`config.mk`:
```
export PLATFORM = sky130hd
export DESIGN_NAME = pllcs_bank
export DESIGN_NICKNAME = d
export VERILOG_FILES = /design/src/verilog/pllcs_sequencer.v /design/src/verilog/pllcs_bank.v
export VERILOG_INCLUDE_DIRS = /design/src /design/src/include
export SDC_FILE = /design/constraint.sdc
export NUM_CORES = 1
export LEC_CHECK = 0
export ABC_AREA = 1
export BUFFER_PORTS_ARGS = -buffer_cell sky130_fd_sc_hd__buf_4
export CORE_MARGIN = 10
export CORE_UTILIZATION = 40
export CTS_BUF_LIST = sky130_fd_sc_hd__clkbuf_16
export DETAILED_ROUTE_END_ITERATION = 16
export PLACE_DENSITY = 0.68
export SYNTH_ARGS = -nofsm -noshare
export SYNTH_HDL_FRONTEND = slang
export SYNTH_SLANG_ARGS = --single-unit
```
`constraint.sdc`:
```
create_clock -name clock -period 5.35 [get_ports clock]
set_clock_uncertainty 0.2 [all_clocks]
set_input_delay 0.2675 -clock clock [delete_from_list [all_inputs] [get_ports clock]]
set_output_delay 0.2675 -clock clock [all_outputs]
set_load 0.05 [all_outputs]
```
`src/include/pllcs_regs.vh`:
```
`ifndef PLLCS_REGS_VH
`define PLLCS_REGS_VH

// Register addresses on the serial configuration port.
`define PLLCS_ADDR_TEST_CTRL 7'h25
`define PLLCS_ADDR_CAL_TIMING 7'h28
`define PLLCS_ADDR_STATUS 7'h40
`define PLLCS_ADDR_INIT_DONE 7'h41
`define PLLCS_ADDR_CAL_PUMP 7'h45
`define PLLCS_ADDR_REV_ARRAY 7'h46
`define PLLCS_ADDR_COMPARATOR 7'h47

// Reset values of the writable registers.
`define PLLCS_CAL_TIMING_RST 8'h15
`define PLLCS_TEST_CTRL_RST 8'h40

// Field positions of the calibration timing register.
`define PLLCS_ARRAY_WAIT_MSB 7
`define PLLCS_ARRAY_WAIT_LSB 6
`define PLLCS_OSC_WAIT_MSB 5
`define PLLCS_OSC_WAIT_LSB 4
`define PLLCS_THRESH_MSB 3
`define PLLCS_THRESH_LSB 0

// Field positions of the test control register.
`define PLLCS_FCOMP_EN_BIT 7
`define PLLCS_DITHER_BIT 6

// Field positions of the main status register.
`define PLLCS_ST_CAL_DONE 7
`define PLLCS_ST_LOCK_NOW 5
`define PLLCS_ST_LOCK_QUAL 4
`define PLLCS_ST_LOCK_PIN 2
`define PLLCS_ST_DATA_CLOCK_PIN_PIN 1
`define PLLCS_ST_DIO_PIN 0

// Field positions of the init-done register.
`define PLLCS_ID_FILTER 5
`define PLLCS_ID_PRBS 3
`define PLLCS_ID_SYNTH 2
`define PLLCS_ID_CAL_LOCK 0

// Settle counts in clock cycles, array, DAC and pump calibrations.
`define PLLCS_AP_WAIT0 7'h01
`define PLLCS_AP_WAIT1 7'h02
`define PLLCS_AP_WAIT2 7'h06
`define PLLCS_AP_WAIT3 7'h32

// Settle counts in clock cycles, oscillator current calibration.
`define PLLCS_OC_WAIT0 7'h01
`define PLLCS_OC_WAIT1 7'h0c
`define PLLCS_OC_WAIT2 7'h3f
`define PLLCS_OC_WAIT3 7'h7f

// Serial frame: seven address bits, a write bit, eight data bits.
`define PLLCS_RW_BIT_IDX 5'h07
`define PLLCS_FIRST_DATA_IDX 5'h08
`define PLLCS_LAST_BIT_IDX 5'h0f
`define PLLCS_FRAME_END 5'h10

`endif

```
`src/verilog/pllcs_sequencer.v`:
```
`timescale 1ns/1ps
`include "pllcs_regs.vh"

module pllcs_sequencer (
    input wire clock,
    input wire rst,
    input wire start,
    input wire [1:0] array_pump_wait_sel,
    input wire [1:0] osc_current_wait_sel,
    input wire [3:0] cal_decision_threshold,
    input wire freq_comp,
    output reg busy,
    output reg [1:0] phase,
    output reg decide,
    output reg decision,
    output reg done
);
    localparam [1:0] ST_IDLE = 2'h0;
    localparam [1:0] ST_SETTLE = 2'h1;
    localparam [1:0] ST_DECIDE = 2'h2;
    localparam [1:0] PH_OSC_CURRENT = 2'h3;

    reg [1:0] state;
    reg [6:0] wait_cnt;
    reg [3:0] dec_cnt;
    reg [6:0] settle_len;
    reg [3:0] limit;

    // Phases 0 to 2 use the first selector, phase 3 the second.
    always @* begin
        settle_len = `PLLCS_AP_WAIT0;
        if (phase == PH_OSC_CURRENT) begin
            case (osc_current_wait_sel)
                2'h0: settle_len = `PLLCS_OC_WAIT0;
                2'h1: settle_len = `PLLCS_OC_WAIT1;
                2'h2: settle_len = `PLLCS_OC_WAIT2;
                default: settle_len = `PLLCS_OC_WAIT3;
            endcase
        end else begin
            case (array_pump_wait_sel)
                2'h0: settle_len = `PLLCS_AP_WAIT0;
                2'h1: settle_len = `PLLCS_AP_WAIT1;
                2'h2: settle_len = `PLLCS_AP_WAIT2;
                default: settle_len = `PLLCS_AP_WAIT3;
            endcase
        end
        limit = (cal_decision_threshold == 4'h0) ? 4'h1 :
            cal_decision_threshold;
    end

    always @(posedge clock) begin
        if (rst) begin
            state <= ST_IDLE;
            phase <= 2'h0;
            wait_cnt <= 7'h00;
            dec_cnt <= 4'h0;
            busy <= 1'b0;
            decide <= 1'b0;
            decision <= 1'b0;
            done <= 1'b0;
        end else begin
            decide <= 1'b0;
            done <= 1'b0;
            case (state)
                ST_IDLE: begin
                    if (start) begin
                        state <= ST_SETTLE;
                        phase <= 2'h0;
                        wait_cnt <= 7'h01;
                        busy <= 1'b1;
                    end
                end
                // [RULE_01] Settle wait select.
                // [RULE_02] Current settle wait.
                ST_SETTLE: begin
                    if (wait_cnt >= settle_len) begin
                        state <= ST_DECIDE;
                        dec_cnt <= 4'h1;
                    end else begin
                        wait_cnt <= wait_cnt + 7'h01;
                    end
                end
                // [RULE_03] Decision threshold count.
                ST_DECIDE: begin
                    if (dec_cnt >= limit) begin
                        decide <= 1'b1;
                        decision <= freq_comp;
                        wait_cnt <= 7'h01;
                        if (phase == PH_OSC_CURRENT) begin
                            state <= ST_IDLE;
                            busy <= 1'b0;
                            done <= 1'b1;
                        end else begin
                            state <= ST_SETTLE;
                            phase <= phase + 2'h1;
                        end
                    end else begin
                        dec_cnt <= dec_cnt + 4'h1;
                    end
                end
                default: begin
                    state <= ST_IDLE;
                    busy <= 1'b0;
                end
            endcase
        end
    end
endmodule // pllcs_sequencer

```
`src/verilog/pllcs_bank.v`:
```
// Contract
// [RULE_01] Two-bit wait picks 1, 2, 6, 50 cycles.
// [RULE_02] Current wait picks 1, 12, 63, 127 cycles.
// [RULE_03] Low nibble is decision threshold, default five.
// [RULE_04] Done flag clears at start, sets at end.
// [RULE_05] Status bit five shows instantaneous lock.
// [RULE_06] Status bit four shows qualified lock.
// [RULE_07] Status bits two to zero mirror pins.
// [RULE_08] Init bits five, three: filter, PRBS done.
// [RULE_09] Init bits two, zero: synthesizer, calibration done.
// [RULE_10] Readback holds applied DAC and pump values.
// [RULE_11] Three-bit silicon revision in top bits.
// [RULE_12] Low five bits show applied array setting.
// [RULE_13] Top bit mirrors frequency comparator output.
// [RULE_14] Bit six shows current comparator result.
// [RULE_15] Low six bits show applied calibration current.
// [RULE_16] Status at 40h and init-done read only.
// [RULE_17] Comparator output passes only when enabled; the sequencer decision takes it ungated.
// [RULE_18] Writes to read-only registers are ignored.
`timescale 1ns/1ps
`include "pllcs_regs.vh"

module pllcs_bank #(
    // Arbitrary neutral revision value.
    parameter [2:0] SILICON_REVISION = 3'h5
) (
    input wire clock,
    input wire rst,
    input wire psel_n,
    input wire pclk,
    input wire pdi,
    output reg pdo,
    output reg pdo_oe,
    input wire lock_pin,
    input wire data_clock_pin,
    input wire data_inout_pin,
    input wire lock_now,
    input wire lock_qualified,
    input wire freq_comp_raw,
    input wire osc_cal_comp,
    input wire shaping_filter_init_done,
    input wire prbs_init_done,
    input wire synthesizer_init_done,
    input wire cal_lock_init_done,
    input wire [3:0] cal_dac_value,
    input wire [3:0] pump_current_value,
    input wire [4:0] osc_array_value,
    input wire [5:0] osc_cal_current,
    input wire cal_start,
    output reg cal_complete,
    output wire cal_busy,
    output wire [1:0] cal_phase,
    output wire cal_decide,
    output wire cal_decision,
    output reg freq_comp_enable,
    output reg dither_clock_enable
);
    localparam SYNC_W = 10;
    localparam [SYNC_W-1:0] SYNC_RST = 10'h001;
    localparam I_PSEL = 0;
    localparam I_PCLK = 1;
    localparam I_PDI = 2;
    localparam I_LOCK_PIN = 3;
    localparam I_DATA_CLOCK_PIN = 4;
    localparam I_DIO = 5;
    localparam I_LOCK_NOW = 6;
    localparam I_LOCK_QUAL = 7;
    localparam I_FCOMP = 8;
    localparam I_OSC_COMP = 9;

    wire [SYNC_W-1:0] async_in;
    reg [SYNC_W-1:0] sync_a;
    reg [SYNC_W-1:0] sync_b;
    reg pclk_prev;
    reg [7:0] cal_timing;
    reg [7:0] test_ctrl;
    reg [4:0] bit_idx;
    reg [6:0] addr_shift;
    reg [6:0] data_shift;
    reg wr_frame;
    reg rd_frame;
    reg [7:0] tx_shift;
    reg [7:0] rdata;
    reg [7:0] status_word;
    reg [7:0] init_word;
    reg [7:0] comp_word;
    wire sel_active;
    wire pclk_rise;
    wire pclk_fall;
    wire seq_done;
    wire freq_comp_gated;

    assign async_in[I_PSEL] = psel_n;
    assign async_in[I_PCLK] = pclk;
    assign async_in[I_PDI] = pdi;
    assign async_in[I_LOCK_PIN] = lock_pin;
    assign async_in[I_DATA_CLOCK_PIN] = data_clock_pin;
    assign async_in[I_DIO] = data_inout_pin;
    assign async_in[I_LOCK_NOW] = lock_now;
    assign async_in[I_LOCK_QUAL] = lock_qualified;
    assign async_in[I_FCOMP] = freq_comp_raw;
    assign async_in[I_OSC_COMP] = osc_cal_comp;

    // Two-flop synchronisers for every input from outside the domain.
    genvar gi;
    generate
        for (gi = 0; gi < SYNC_W; gi = gi + 1) begin : g_sync
            always @(posedge clock) begin
                if (rst) begin
                    sync_a[gi] <= SYNC_RST[gi];
                    sync_b[gi] <= SYNC_RST[gi];
                end else begin
                    sync_a[gi] <= async_in[gi];
                    sync_b[gi] <= sync_a[gi];
                end
            end
        end
    endgenerate

    always @(posedge clock) begin
        if (rst) begin
            pclk_prev <= 1'b0;
        end else begin
            pclk_prev <= sync_b[I_PCLK];
        end
    end

    assign sel_active = ~sync_b[I_PSEL];
    assign pclk_rise = sel_active & sync_b[I_PCLK] & ~pclk_prev;
    assign pclk_fall = sel_active & ~sync_b[I_PCLK] & pclk_prev;

    // [RULE_17] Comparator output gating.
    assign freq_comp_gated = sync_b[I_FCOMP] & test_ctrl[`PLLCS_FCOMP_EN_BIT];

    // Read data assembly for every mapped address.
    always @* begin
        status_word = 8'h00;
        // [RULE_04] Calibration finished flag.
        status_word[`PLLCS_ST_CAL_DONE] = cal_complete;
        // [RULE_05] Instantaneous lock bit.
        status_word[`PLLCS_ST_LOCK_NOW] = sync_b[I_LOCK_NOW];
        // [RULE_06] Qualified lock bit.
        status_word[`PLLCS_ST_LOCK_QUAL] = sync_b[I_LOCK_QUAL];
        // [RULE_07] Live pin levels.
        status_word[`PLLCS_ST_LOCK_PIN] = sync_b[I_LOCK_PIN];
        status_word[`PLLCS_ST_DATA_CLOCK_PIN_PIN] = sync_b[I_DATA_CLOCK_PIN];
        status_word[`PLLCS_ST_DIO_PIN] = sync_b[I_DIO];
        init_word = 8'h00;
        // [RULE_08] Filter and PRBS done.
        init_word[`PLLCS_ID_FILTER] = shaping_filter_init_done;
        init_word[`PLLCS_ID_PRBS] = prbs_init_done;
        // [RULE_09] Synthesizer and calibration done.
        init_word[`PLLCS_ID_SYNTH] = synthesizer_init_done;
        init_word[`PLLCS_ID_CAL_LOCK] = cal_lock_init_done;
        // [RULE_13] Comparator mirror bit.
        // [RULE_14] Current comparator bit.
        // [RULE_15] Applied calibration current.
        comp_word = {freq_comp_gated, sync_b[I_OSC_COMP], osc_cal_current};
        case (addr_shift)
            `PLLCS_ADDR_TEST_CTRL: rdata = test_ctrl;
            `PLLCS_ADDR_CAL_TIMING: rdata = cal_timing;
            // [RULE_16] Read-only status map.
            `PLLCS_ADDR_STATUS: rdata = status_word;
            `PLLCS_ADDR_INIT_DONE: rdata = init_word;
            // [RULE_10] DAC and pump readback.
            `PLLCS_ADDR_CAL_PUMP: rdata = {cal_dac_value, pump_current_value};
            // [RULE_11] Revision and array readback.
            // [RULE_12] Applied array setting.
            `PLLCS_ADDR_REV_ARRAY: rdata = {SILICON_REVISION, osc_array_value};
            `PLLCS_ADDR_COMPARATOR: rdata = comp_word;
            default: rdata = 8'h00;
        endcase
    end

    // Serial frame decode: address, write flag, then data.
    always @(posedge clock) begin
        if (rst) begin
            bit_idx <= 5'h00;
            addr_shift <= 7'h00;
            data_shift <= 7'h00;
            wr_frame <= 1'b0;
            rd_frame <= 1'b0;
            tx_shift <= 8'h00;
            pdo <= 1'b0;
            pdo_oe <= 1'b0;
        end else if (!sel_active) begin
            bit_idx <= 5'h00;
            wr_frame <= 1'b0;
            rd_frame <= 1'b0;
            pdo_oe <= 1'b0;
        end else if (pclk_rise) begin
            if (bit_idx < `PLLCS_RW_BIT_IDX) begin
                addr_shift <= {addr_shift[5:0], sync_b[I_PDI]};
            end else if (bit_idx == `PLLCS_RW_BIT_IDX) begin
                wr_frame <= sync_b[I_PDI];
                rd_frame <= ~sync_b[I_PDI];
                if (!sync_b[I_PDI]) begin
                    tx_shift <= rdata;
                    pdo <= rdata[7];
                    pdo_oe <= 1'b1;
                end
            end else if (bit_idx < `PLLCS_FRAME_END) begin
                data_shift <= {data_shift[5:0], sync_b[I_PDI]};
            end
            if (bit_idx < `PLLCS_FRAME_END) begin
                bit_idx <= bit_idx + 5'h01;
            end
        end else if (pclk_fall) begin
            if (rd_frame && bit_idx > `PLLCS_FIRST_DATA_IDX &&
                    bit_idx < `PLLCS_FRAME_END) begin
                tx_shift <= {tx_shift[6:0], 1'b0};
                pdo <= tx_shift[6];
            end
        end
    end

    // Register writes land on the last data bit of a write frame.
    always @(posedge clock) begin
        if (rst) begin
            cal_timing <= `PLLCS_CAL_TIMING_RST;
            test_ctrl <= `PLLCS_TEST_CTRL_RST;
        end else if (sel_active && pclk_rise && wr_frame &&
                bit_idx == `PLLCS_LAST_BIT_IDX) begin
            // [RULE_18] Only writable addresses decode.
            case (addr_shift)
                `PLLCS_ADDR_CAL_TIMING: begin
                    cal_timing <= {data_shift, sync_b[I_PDI]};
                end
                `PLLCS_ADDR_TEST_CTRL: begin
                    // Reserved bits of the test control register read zero.
                    test_ctrl <= {data_shift[6:5], 6'h00};
                end
                default: begin
                    cal_timing <= cal_timing;
                end
            endcase
        end
    end

    always @(posedge clock) begin
        if (rst) begin
            freq_comp_enable <= 1'b0;
            dither_clock_enable <= 1'b1;
        end else begin
            freq_comp_enable <= test_ctrl[`PLLCS_FCOMP_EN_BIT];
            dither_clock_enable <= test_ctrl[`PLLCS_DITHER_BIT];
        end
    end

    // [RULE_04] Clear at start, set at end; end wins.
    always @(posedge clock) begin
        if (rst) begin
            cal_complete <= 1'b0;
        end else begin
            if (seq_done) begin
                cal_complete <= 1'b1;
            end else if (cal_start && !cal_busy) begin
                cal_complete <= 1'b0;
            end
        end
    end

    // [RULE_01] Settle wait sequencer.
    pllcs_sequencer u_seq (
        .clock(clock),
        .rst(rst),
        .start(cal_start),
        .array_pump_wait_sel(
            cal_timing[`PLLCS_ARRAY_WAIT_MSB:`PLLCS_ARRAY_WAIT_LSB]),
        .osc_current_wait_sel(
            cal_timing[`PLLCS_OSC_WAIT_MSB:`PLLCS_OSC_WAIT_LSB]),
        .cal_decision_threshold(
            cal_timing[`PLLCS_THRESH_MSB:`PLLCS_THRESH_LSB]),
        .freq_comp(sync_b[I_FCOMP]),
        .busy(cal_busy),
        .phase(cal_phase),
        .decide(cal_decide),
        .decision(cal_decision),
        .done(seq_done)
    );
endmodule // pllcs_bank

```
==> impl_results.md, run 1 <==
* Share of cells above drive strength 1 at 0.1224
* Final Hold Fails at 0
* CTS root buffer: clkbuf_16
* Least-Margin Pin Slew at ~900 ps
* Worst R2R Start: u_seq.phase[0]
* Netlist Area Pre-Place at around 4000 um^2
* Tcrit/Tclk final at 0.4564
* Worst Setup SP: u_seq.phase[0]
* Synth area leader: dfxtp_1
* # setup viols final at 0
* CP bufs+invs at 2
* Seq pwr share at 0.428
* Switching power at ~460 uW
* Gr ovfl total at 0
* Worst Path Arrival at approximately 2400 ps
* Post-Route WL at between 9000 and 10000 um
* Final TNS setup at 0 ps
* Die W at roughly 120 um
* Critical Path Stages at 19
* Clk_lat worst skew at between 300 and 400 ps
* FF-to-FF path depth at 19
* Synth warn at 0
* Via count at 3661
* Pint at between 1000 and 1500 uW
* CTS clk-pin slew, worst paths at about 60 ps
* Post-cts resize count at 0
* Maximum vdd ir drop at 0.0001640 V
* IO buf count at between 40 and 50
* Antenna diodes at 0
* Final count of pins violating max slew at 0
* Pwr per Cell Area at approximately 330 nW/um^2
* Worst setup EP type: flip-flop
* Fmax at 409.5 MHz
* Iter 0 DRT Violations at approximately 290
* CP Class: flip-flop to flip-flop
* Post-layout net count at just under 700
* Comb pwr share at 0.183
* Crit-path slowest cell: dfxtp_1
* WL/cell at roughly 12 um
* WHS at ~86 ps
* Placer Congestion at a little under 0.9
* Slew headroom at 0.4010
* DP HPWL at between 6000 and 7000 um
* Pleak at approximately 0.0022 uW
* # DRC at 0
* CP Max Fanout at 8
* Hold Path Class: input pin to flip-flop
* Area contributors post-synth: dfxtp_1 (42%), nand2_1 (11%), inv_1 (9.0%)
* Worst setup SP type: flip-flop
* Die area at ~14000 um^2
* WP data required at between 5000 and 6000 ps
* R2r endpoint: u_seq.wait_cnt[4]
* Vias in the first global route at 3523
* Initial antenna violation count at 0
* Die height at 119.9 um
* Critical path, cell by cell: ha_1 -> inv_2 -> nand3_1 -> nand2_1 -> ha_1 -> inv_1 -> nand2_1 -> nand2_1 -> nand2_1 -> nand2_1 -> nand2_1 -> nand2_1 -> nand2_1 -> nand2_1 -> nand2_1 -> nand2_2 -> nand2_2 -> nand2_1 -> a21oi_1
* Setup bufs post-CTS at 0
* Max stage delay on crit path at 370 ps
* Area delta synth->final at 21.10%
* I/O pins at 46
* Fin crit period at between 2000 and 2500 ps
* Yosys reg bits at between 80 and 90
* Clock group share of total power at 0.389
* Critical path endpoint: u_seq.wait_cnt[4]
* Register-to-register setup slack at about 2900 ps
* CTS Hold Bufs at 10
* Mapped Nets at approximately 630
* Total track usage at 0.1336
* H-tree depth at 3
* Pre-antenna DRT Iters at 4
* Largest net degree at the start of global routing at 44
* Max Cap Viol at 0
* CTS max path bufs at 2
* Antenna-violating nets left at 0
* Yosys top cell area share at 0.4163
* Vias/cell at a little under 5
* Syn_area_per_cell at around 7 um^2
* First-pass GRT wire length at between 15000 and 20000 um
* Post-synthesis sequential area ratio at 0.4163
* Unrepaired setup endpoints after global routing: no
* Library cells used by synthesis at 31
* Core Box Area at around 9700 um^2
* Delay-heaviest family, CP: simple AND/OR/NAND/NOR gates
* Status: finished clean
* TritonCTS Buffers at 9
* Net Sw Frac at 0.2944
* CTS tree: done
* Most frequent cell on the critical path: nand2_1
* FP Rows at 36
* Initial core utilization at 0.4102
* Post-Syn Instances at between 500 and 600
* Clock net sink count at just over 80
[tightest hold or removal path: stages]
cell     delay [ps]
buf_4            90
a21oi_1          70
nor2_1          100
nor2_1           50
[power groups by stage]
stage	combinational [uW]	clock, uW	sequential [uW]
after global placement	275	0	688
after detailed placement	282	0	689
after global routing	337	651	680
final	289	613	676
after CTS	290	625	676
after floorplan	194	0	697
[logic make-up (layout without fill, tap and decap cells)]
group	Yosys count	count (layout)	share of synthesized area
flip-flops	83	83	0.4163
AO/OA/AOI/OAI	114	114	0.1489
AND/OR/NAND/NOR	238	238	0.2558
XOR/XNOR	4	4	0.008779
buffers and inverters	112	170	0.1075
adder cells (fa/ha/maj)	20	20	0.06270
[layout make-up]
type | count | area (um^2)
inverters | 99 | 371.6
flip-flops and latches | 83 | 1662
clock inverters | 7 | 70.07
multi-input cells | 376 | 1901
repair buffers | 55 | 437.9
clock buffers | 9 | 225.2
well taps | 133 | 166.4
fillers | 993 | 4896
[sequential cells by signal, summed over array words and instances (netlist names), 2 cells and up]
register        count
bit_idx             5
u_seq.dec_cnt       4
sync_b              4
addr_shift          7
tx_shift            7
u_seq.state         2
cal_timing          8
sync_a             10
data_shift          7
status_word         5
test_ctrl           2
u_seq.phase         2
u_seq.wait_cnt      7
[metal layers]
metal / track usage / up-vias / part of all wire
li1: - / 1922 / -
met1: 0.1707 / 1645 / 0.48
met2: 0.2129 / 80 / 0.45
met3: 0.03938 / 14 / 0.060
met4: 0.03997 / 0 / 0.011
met5: 0 / - / 0
[synth_stat cells (all sizes together)]
master,n
nand4,6
nand3,34
ha,20
nor2,59
nor3b,1
and3,3
inv,99
nand3b,1
o211ai,4
xnor2,2
a31oi,2
a21oi,59
o21bai,1
buf,2
o21ai,44
o31ai,1
a22o,1
xor2,2
clkbuf,11
or2,4
dfxtp,83
o22ai,2
nand2,122
nor3,8
[cells in the final DEF, fill, tap and decap left out, types with 2 or more instances in the layout]
master         Yosys  final
a21oi_1           59     59
a31oi_1            2      2
and3_1             3      3
buf_4              0     45
clkbuf_16          0      9
clkinvlp_4         0      2
dfxtp_1           83     83
dlygate4sd3_1      0     10
ha_1              20     20
inv_1             96     98
inv_2              3      3
nand2_1          117    117
nand2_2            5      5
nand3_1           32     32
nand3_2            2      2
nand4_1            6      6
nor2_1            56     56
nor2_2             3      3
nor3_1             7      7
o211ai_1           4      4
o21ai_0           41     41
o21ai_1            3      3
o22ai_1            2      2
or2_2              4      4
xnor2_1            2      2
xor2_1             2      2
[metrics by stage]
stage	instances	util	cell area, um^2	power [uW]	setup WS [ps]
after floorplan	571	-	3991	891.0	2753
after global placement	736	0.4561	4438	962.6	2986
after detailed placement	736	0.4561	4438	971.2	2934
after CTS	762	0.4968	4833	1590	2905
after global routing	762	0.4968	4833	1669	2608
final	762	0.4968	4833	1579	2908
[worst min path at each step]
stage	startpoint	end	slack, ps	cells after the start
final	cal_start	cal_complete	90	4
after global placement	sync_a[6]	status_word[5]	190	2
after detailed placement	sync_a[6]	status_word[5]	190	2
after CTS	cal_start	cal_complete	70	4
after global routing	cal_start	cal_complete	110	4
after floorplan	psel_n	sync_a[0]	170	1
Note: power is estimated with default switching activity, not from simulation.
==> run 2, diff against run 1 <==
Clock period 5.35 ns to 2.4 ns, I/O delays scaled along.
==> run 2 against run 1 <==
Clock power rose to 2.6 times the previous value. Worst setup slack lost 2800 ps. Sequential power up 120%. Cell area increased by 4.0%. Global-route usage rose by 0.24 points. Total power is 140% higher. Critical path depth is 10 lower. Sequential share of layout area shrank 1.1 points. Non-clock buffer count is 10 higher. Register-to-register slack got worse by 2800 ps. Wire length rose by 2.3%. Largest cell class unchanged. Largest power group is now clock.
==> impl_results.md, run 2 (same netlist as run 1, synthesis figures left out) <==
* Fin crit period at 2254 ps (was 2442 ps)
* Final count of pins violating max slew at 0 (unchanged)
* Gr ovfl total at 0 (unchanged)
* Most flops, register: sync_a (unchanged)
* Antenna-violating nets left at 0 (unchanged)
* H-tree depth at 3 (unchanged)
* HP Start: osc_array_value[0] (was cal_start)
* Worst setup SP type: flip-flop (unchanged)
* Via count at 3709 (was 3661)
* CTS root buffer: clkbuf_16 (unchanged)
* Area delta synth->final at 25.92% (was 21.10%)
* Seq pwr share at 0.397 (was 0.428)
* Post-layout net count at 690 (was 680)
* CTS tree: done (unchanged)
* Total track usage at 0.1359 (was 0.1336)
* Register-to-register setup slack at 150 ps (was 2910 ps)
* TritonCTS Buffers at 9 (unchanged)
* Post-Route WL at 9608 um (was 9391 um)
* WL/cell at 12.45 um (was 12.32 um)
* Maximum vdd ir drop at 0.0004063 V (was 0.0001640 V)
* Initial core utilization at 0.4102 (unchanged)
* Worst R2R Start: cal_timing[2] (was u_seq.phase[0])
* IO buf count at 45 (unchanged)
* Slew headroom at 0.4586 (was 0.4010)
* Largest register FFs at 10 (unchanged)
* Critical path, cell by cell: o31ai_1 -> ha_1 -> nand4_1 -> nand3_1 -> nand2_1 -> inv_1 -> nor2_1 -> nand3_1 -> a21oi_2 (was ha_1 -> inv_2 -> nand3_1 -> nand2_1 -> ha_1 -> inv_1 -> nand2_1 -> nand2_1 -> nand2_1 -> nand2_1 -> nand2_1 -> nand2_1 -> nand2_1 -> nand2_1 -> nand2_1 -> nand2_2 -> nand2_2 -> nand2_1 -> a21oi_1)
* Net Sw Frac at 0.2802 (was 0.2944)
* CTS max path bufs at 2 (unchanged)
* Core Box Area at 9729 um^2 (unchanged)
* Max stage delay on crit path at 330 ps (was 370 ps)
* Hold Path Class: input pin to flip-flop (unchanged)
* Most frequent cells in the layout: nand2_1 (112), inv_1 (95), dfxtp_1 (80) (was nand2_1 (117), inv_1 (98), dfxtp_1 (83))
* FF-to-FF path depth at 9 (was 19)
* Switching power at 1065 uW (was 464.9 uW)
* Pleak at 0.002283 uW (was 0.002204 uW)
* Vias in the first global route at 3598 (was 3523)
* Largest net degree at the start of global routing at 43 (was 44)
* Placer Congestion at 0.8719 (was 0.8659)
* Pwr per Cell Area at 756.3 nW/um^2 (was 326.7 nW/um^2)
* Most common cell after layout, fill and taps aside: nand2_1 (unchanged)
* Final Hold Fails at 0 (unchanged)
* FP Rows at 36 (unchanged)
* Clock group share of total power at 0.413 (was 0.389)
* DP HPWL at 7138 um (was 6933 um)
* Hold endpoint: tx_shift[0] (was cal_complete)
* Pint at 2736 uW (was 1114 uW)
* Least-Margin Pin Slew at 811.1 ps (was 897.4 ps)
* Vias/cell at 4.804 (about the same)
* Top flop regs: sync_a x10, cal_timing x8 (unchanged)
* First-pass GRT wire length at 16260 um (was 16190 um)
* Pre-antenna DRT Iters at 5 (was 4)
* Crit-path slowest cell: dfxtp_1 (unchanged)
* Iter 0 DRT Violations at 207 (was 285)
* Share of cells above drive strength 1 at 0.1518 (was 0.1224)
* Die height at 119.9 um (unchanged)
* Antenna diodes at 0 (unchanged)
* Tcrit/Tclk final at 0.9391 (was 0.4564)
* CTS clk-pin slew, worst paths at 60 ps (about the same)
* Hold Crit Depth at 5 (was 4)
* Most frequent cell on the critical path: nand3_1 (was nand2_1)
* Clk_lat worst skew at 340 ps (about the same)
* Final TNS setup at 0 ps (unchanged)
* Worst setup EP type: flip-flop (unchanged)
* R2r endpoint: u_seq.dec_cnt[3] (was u_seq.wait_cnt[4])
* WP data required at 2460 ps (was 5350 ps)
* Layout Utilization at 0.5166 (was 0.4968)
* Die W at 119.9 um (unchanged)
* CP Max Fanout at 5 (was 8)
* Initial antenna violation count at 0 (unchanged)
* Worst Path Arrival at 2320 ps (was 2440 ps)
* I/O pins at 46 (unchanged)
* Status: finished clean (unchanged)
* Fmax at 443.7 MHz (was 409.5 MHz)
* Clock net sink count at 83 (unchanged)
* Max Cap Viol at 0 (unchanged)
* Comb pwr share at 0.190 (was 0.183)
* CP Class: flip-flop to flip-flop (unchanged)
* # DRC at 0 (unchanged)
* # setup viols final at 0 (unchanged)
* Die area at 14370 um^2 (unchanged)
==> run 2: repair_timing <==
action,CTS,global route
resized for setup,0,15
hold buffers,13,0
buffers inserted,0,2
endpoints found under the setup margin,0,13
endpoints found under the hold margin,13,0
==> run 2: worst max path at each step <==
stage / from / to / slack, ps
after floorplan: u_seq.phase[0] / u_seq.wait_cnt[4] / 80
after global placement: u_seq.phase[0] / u_seq.wait_cnt[4] / 110
after detailed placement: u_seq.phase[0] / u_seq.wait_cnt[2] / 60
after CTS: u_seq.phase[0] / u_seq.wait_cnt[2] / 30
after global routing: u_seq.phase[1] / u_seq.wait_cnt[6] / -40
final: cal_timing[2] / u_seq.dec_cnt[3] / 150
==> run 2: final cells by class <==
cell class                 count  area [um^2]
clock inverter                 7        115.1
inverter                      99        371.6
multi-input combinational    376         1957
timing repair buffer          65        520.5
fill                         953         4703
sequential                    83         1670
clock buffer                   9        225.2
tap                          133        166.4
==> run 2: power groups by stage <==
stage                     Clock, uW  Combinational, uW  Sequential [uW]
final                          1570                722             1510
after global routing           1670                826             1520
after CTS                      1600                644             1510
after detailed placement          0                624             1540
after global placement            0                608             1530
after floorplan                   0                431             1550
==> run 2: metal layers <==
metal	up-vias	share of wire	GRT usage
met4	0	0.019	0.06109
met1	1667	0.47	0.1627
met3	14	0.055	0.03657
met5	-	0	0
met2	82	0.46	0.2235
li1	1946	-	-
==> run 2: per-stage QoR <==
stage	cells	total power, uW	setup slack (ps)	area (um^2)	hold WS [ps]
final	772	3801	146.2	5026	12.02
after global routing	772	4009	-37.34	5026	28.29
after CTS	770	3754	33.73	4954	1.567
after detailed placement	741	2163	56.23	4483	109.4
after global placement	741	2141	108.3	4483	110.0
after floorplan	571	1985	84.42	3999	23.81
==> run 2: critical path, delay by kind of cell, from the launching register on <==
kind                       cells  cell delay, ps
and+or+nand+nor                5             810
AOI/OAI and AO/OA              2             480
DFF                            1             330
adders and majority gates      1             290
buffers and inverters          1              90
==> run 3, diff against run 2 <==
Settings changed: SYNTH_HIERARCHICAL set to 1.
==> run 3 against run 2 <==
Clock power down 4%. Cell area rose by 2.3%. Register-to-register slack improved by 20 ps. Hold slack better by 18 ps. Critical path depth grew 9. Global-route usage grew 0.66 points. Sequential power hardly changed. Synthesized cell count grew 4.2%. Synthesized area increased by 3.7%. Worst setup slack better by 24 ps. Critical path type unchanged.
==> impl_results.md, run 3 <==
* Fin crit period at 2229 ps (was 2254 ps)
* Via count at 3932 (was 3709)
* IO buf count at 45 (unchanged)
* Commonest cells post-synth: nand2_1 (111), nor2_1 (99), dfxtp_1 (83) (was nand2_1 (117), inv_1 (96), dfxtp_1 (83))
* Worst R2R Start: u_seq/phase[1] (was cal_timing[2])
* CTS max path bufs at 2 (unchanged)
* Area delta synth->final at 24.18% (was 25.92%)
* Final WS setup at 170.6 ps (was 146.2 ps)
* DP HPWL at 7910 um (was 7138 um)
* Worst Path Arrival at 2270 ps (was 2320 ps)
* Max Cap Viol at 0 (unchanged)
* Final Hold Fails at 0 (unchanged)
* Initial antenna violation count at 0 (unchanged)
* # setup viols final at 0 (unchanged)
* Library cells used by synthesis at 35 (was 31)
* Iter 0 DRT Violations at 298 (was 207)
* Antenna diodes at 0 (unchanged)
* Critical path endpoint: u_seq/wait_cnt[0] (was u_seq.dec_cnt[3])
* Initial core utilization at 0.4064 (was 0.4102)
* H-tree depth at 3 (unchanged)
* CTS root buffer: clkbuf_16 (unchanged)
* Unrepaired setup endpoints after global routing: no
* Crit-path slowest cell: dfxtp_2 (was dfxtp_1)
* Area contributors post-synth: dfxtp_1 (40%), nand2_1 (10%), nor2_1 (9.0%) (was dfxtp_1 (42%), nand2_1 (11%), inv_1 (9.0%))
* Worst setup EP type: flip-flop (unchanged)
* Core Box Area at 10180 um^2 (was 9729 um^2)
* Worst setup SP type: flip-flop (unchanged)
* Gr ovfl total at 0 (unchanged)
* FP Rows at 37 (was 36)
* Fmax at 448.6 MHz (was 443.7 MHz)
* Clock net sink count at 83 (unchanged)
* Metal-1 WL at 4734 um (was 4479 um)
* Fraction of registers with async set/reset at 0 (unchanged)
* Netlist Area Pre-Place at 4139 um^2 (was 3991 um^2)
* Top flop regs: sync_a x10, cal_timing x8 (unchanged)
* Final count of pins violating max slew at 0 (unchanged)
* Largest net degree at the start of global routing at 29 (was 43)
* CTS clk-pin slew, worst paths at 70 ps (was 60 ps)
* Predominant post-synthesis flop cell: dfxtp_1 (unchanged)
* Total track usage at 0.1425 (was 0.1359)
* Metal2 WL at 5168 um (was 4413 um)
* Cell with the most instances after synthesis: nand2_1 (unchanged)
* Register-to-register setup slack at 170 ps (was 150 ps)
* Die area at 14820 um^2 (was 14370 um^2)
* Yosys reg bits at 83 (unchanged)
* WL met3 at 528 um (was 529 um)
* Maximum vdd ir drop at 0.0003551 V (was 0.0004063 V)
* Vias/cell at 4.903 (was 4.804)
* Share of cells above drive strength 1 at 0.1667 (was 0.1518)
* WP data required at 2440 ps (was 2460 ps)
* Hold Path Class: input pin to flip-flop (unchanged)
* Clk_lat worst skew at 340 ps (about the same)
* Pre-antenna DRT Iters at 5 (unchanged)
* Post-DP Area at 4631 um^2 (was 4483 um^2)
* Most flops, register: sync_a (unchanged)
* Total power at 3739 uW (was 3801 uW)
* Post-Layout Cell Count at 802 (was 772)
* Max Used Layer: met4 (unchanged)
* TritonCTS Buffers at 9 (unchanged)
* FF-to-FF path depth at 18 (was 9)
* Yosys top cell area share at 0.4015 (was 0.4163)
* Synth area leader: dfxtp_1 (unchanged)
* Max stage delay on crit path at 350 ps (was 330 ps)
* # DRC at 0 (unchanged)
* First-pass GRT wire length at 17390 um (was 16260 um)
* R2r endpoint: u_seq/wait_cnt[0] (was u_seq.dec_cnt[3])
* Least-Margin Pin Slew at 579.8 ps (was 811.1 ps)
* Post-layout net count at 712 (was 690)
* Most common cell after layout, fill and taps aside: nand2_1 (unchanged)
* Die W at 121.7 um (was 119.9 um)
* Post-route cell area at 5140 um^2 (was 5026 um^2)
* Worst Setup SP: u_seq/phase[1] (was cal_timing[2])
* Post-Syn Instances at 595 (was 571)
* DP Cell Count at 771 (was 741)
* Most frequent cell on the critical path: nand2_1 (was nand3_1)
* Slew headroom at 0.6125 (was 0.4586)
* Mapped Nets at 646 (was 627)
* Largest register FFs at 10 (unchanged)
* CTS tree: done (unchanged)
* Status: finished clean (unchanged)
* Syn_area_per_cell at 6.956 um^2 (was 6.990 um^2)
* Tcrit/Tclk final at 0.9289 (was 0.9391)
* Post-synthesis sequential area ratio at 0.4015 (was 0.4163)
* WL/cell at 13.21 um (was 12.45 um)
* Antenna-violating nets left at 0 (unchanged)
* Post-Route WL at 10590 um (was 9608 um)
* Synth warn at 6 (was 0)
* I/O pins at 46 (unchanged)
* CP Max Fanout at 7 (was 5)
* Worst slack, placed at -65.01 ps (was 56.23 ps)
* Post-synth EDFFs at 0 (unchanged)
* Pleak at 0.002295 uW (was 0.002283 uW)
* Die height at 121.7 um (was 119.9 um)
* Most frequent cells in the layout: nand2_1 (108), nor2_1 (98), inv_1 (81), dfxtp_1 (81), buf_4 (54) (was nand2_1 (112), inv_1 (95), dfxtp_1 (80))
* Vias in the first global route at 3792 (was 3598)
* Pwr per Cell Area at 727.5 nW/um^2 (was 756.3 nW/um^2)
* Critical path, cell by cell: ha_4 -> nor2_1 -> a31oi_1 -> ha_1 -> inv_1 -> nand2_1 -> nand2_1 -> nand2_1 -> nand2_1 -> nand2_1 -> nand2_1 -> nand2_1 -> nand2_2 -> nand3_4 -> nand2_4 -> inv_2 -> nor2_1 -> nor2_1 (was o31ai_1 -> ha_1 -> nand4_1 -> nand3_1 -> nand2_1 -> inv_1 -> nor2_1 -> nand3_1 -> a21oi_2)
* CP Class: flip-flop to flip-flop (unchanged)
* Placer Congestion at 0.8960 (was 0.8719)
-- run 3: layer usage --
metal,GRT usage,vias up
met5,0,-
met4,0.05067,0
met3,0.03191,11
met2,0.2490,101
met1,0.1675,1790
li1,-,2030
-- run 3: cells by family (layout without fill, tap and decap cells) --
kind of cell | after synthesis | in the layout | share of synthesized area
xor gates and xnor gates | 5 | 5 | 0.01058
AOI/OAI and AO/OA | 80 | 80 | 0.1031
and+or+nand+nor | 312 | 313 | 0.3416
adders and majority gates | 15 | 15 | 0.04534
buffers and inverters | 100 | 170 | 0.09794
DFF | 83 | 83 | 0.4015
-- run 3: cell type report --
type	instances	area, um^2
sequential	83	1664
inverter	87	326.6
timing repair buffer	67	535.5
fill	1012	5045
multi-input combinational	413	2117
tap	136	170.2
clock buffer	9	225.2
clock inverter	7	101.3
-- run 3: critical path, delay by kind of cell (launching register included) --
family	cells	cell delay, ps
and+or+nand+nor	13	900
adders and majority gates	2	430
DFF	1	350
AOI/OAI and AO/OA	1	180
buffers and inverters	2	90
-- run 3: metrics by stage --
step / hold slack (ps) / utilization / setup TNS, ps
2_1_floorplan: -18.35 / - / 0
3_3_place_gp: 104.9 / 0.4547 / 0
3_5_place_dp: 115.8 / 0.4547 / -396.3
4_1_cts: 44.09 / 0.4998 / 0
5_1_grt: 84.43 / 0.5047 / 0
6_report: 29.60 / 0.5047 / 0
-- run 3: worst min-delay path by stage --
stage                                 from              to  depth (start not counted)  slack, ps
after floorplan                        rst  u_seq/phase[1]                          1        -20
after global placement              psel_n       sync_a[0]                          2        100
after detailed placement            psel_n       sync_a[0]                          2        120
after CTS                 cal_dac_value[2]     tx_shift[6]                          5         40
after global routing      cal_dac_value[2]     tx_shift[6]                          5         80
final                     cal_dac_value[2]     tx_shift[6]                          5         30
-- run 3: timing repair --
item / CTS / global route
endpoints found under the hold margin: 25 / 0
setup buffers: 0 / 1
pin swaps: 0 / 2
resized for setup: 1 / 7
hold buffers: 13 / 0
endpoints found under the setup margin: 10 / 13
cloned: 0 / 1
-- run 3: report_power, final --
group	switching (uW)	leakage, uW	internal, uW
logic	476	0.00146	251
registers	59.8	0.000676	1450
clock network	586	0.000158	920
total	1120	0.00230	2620
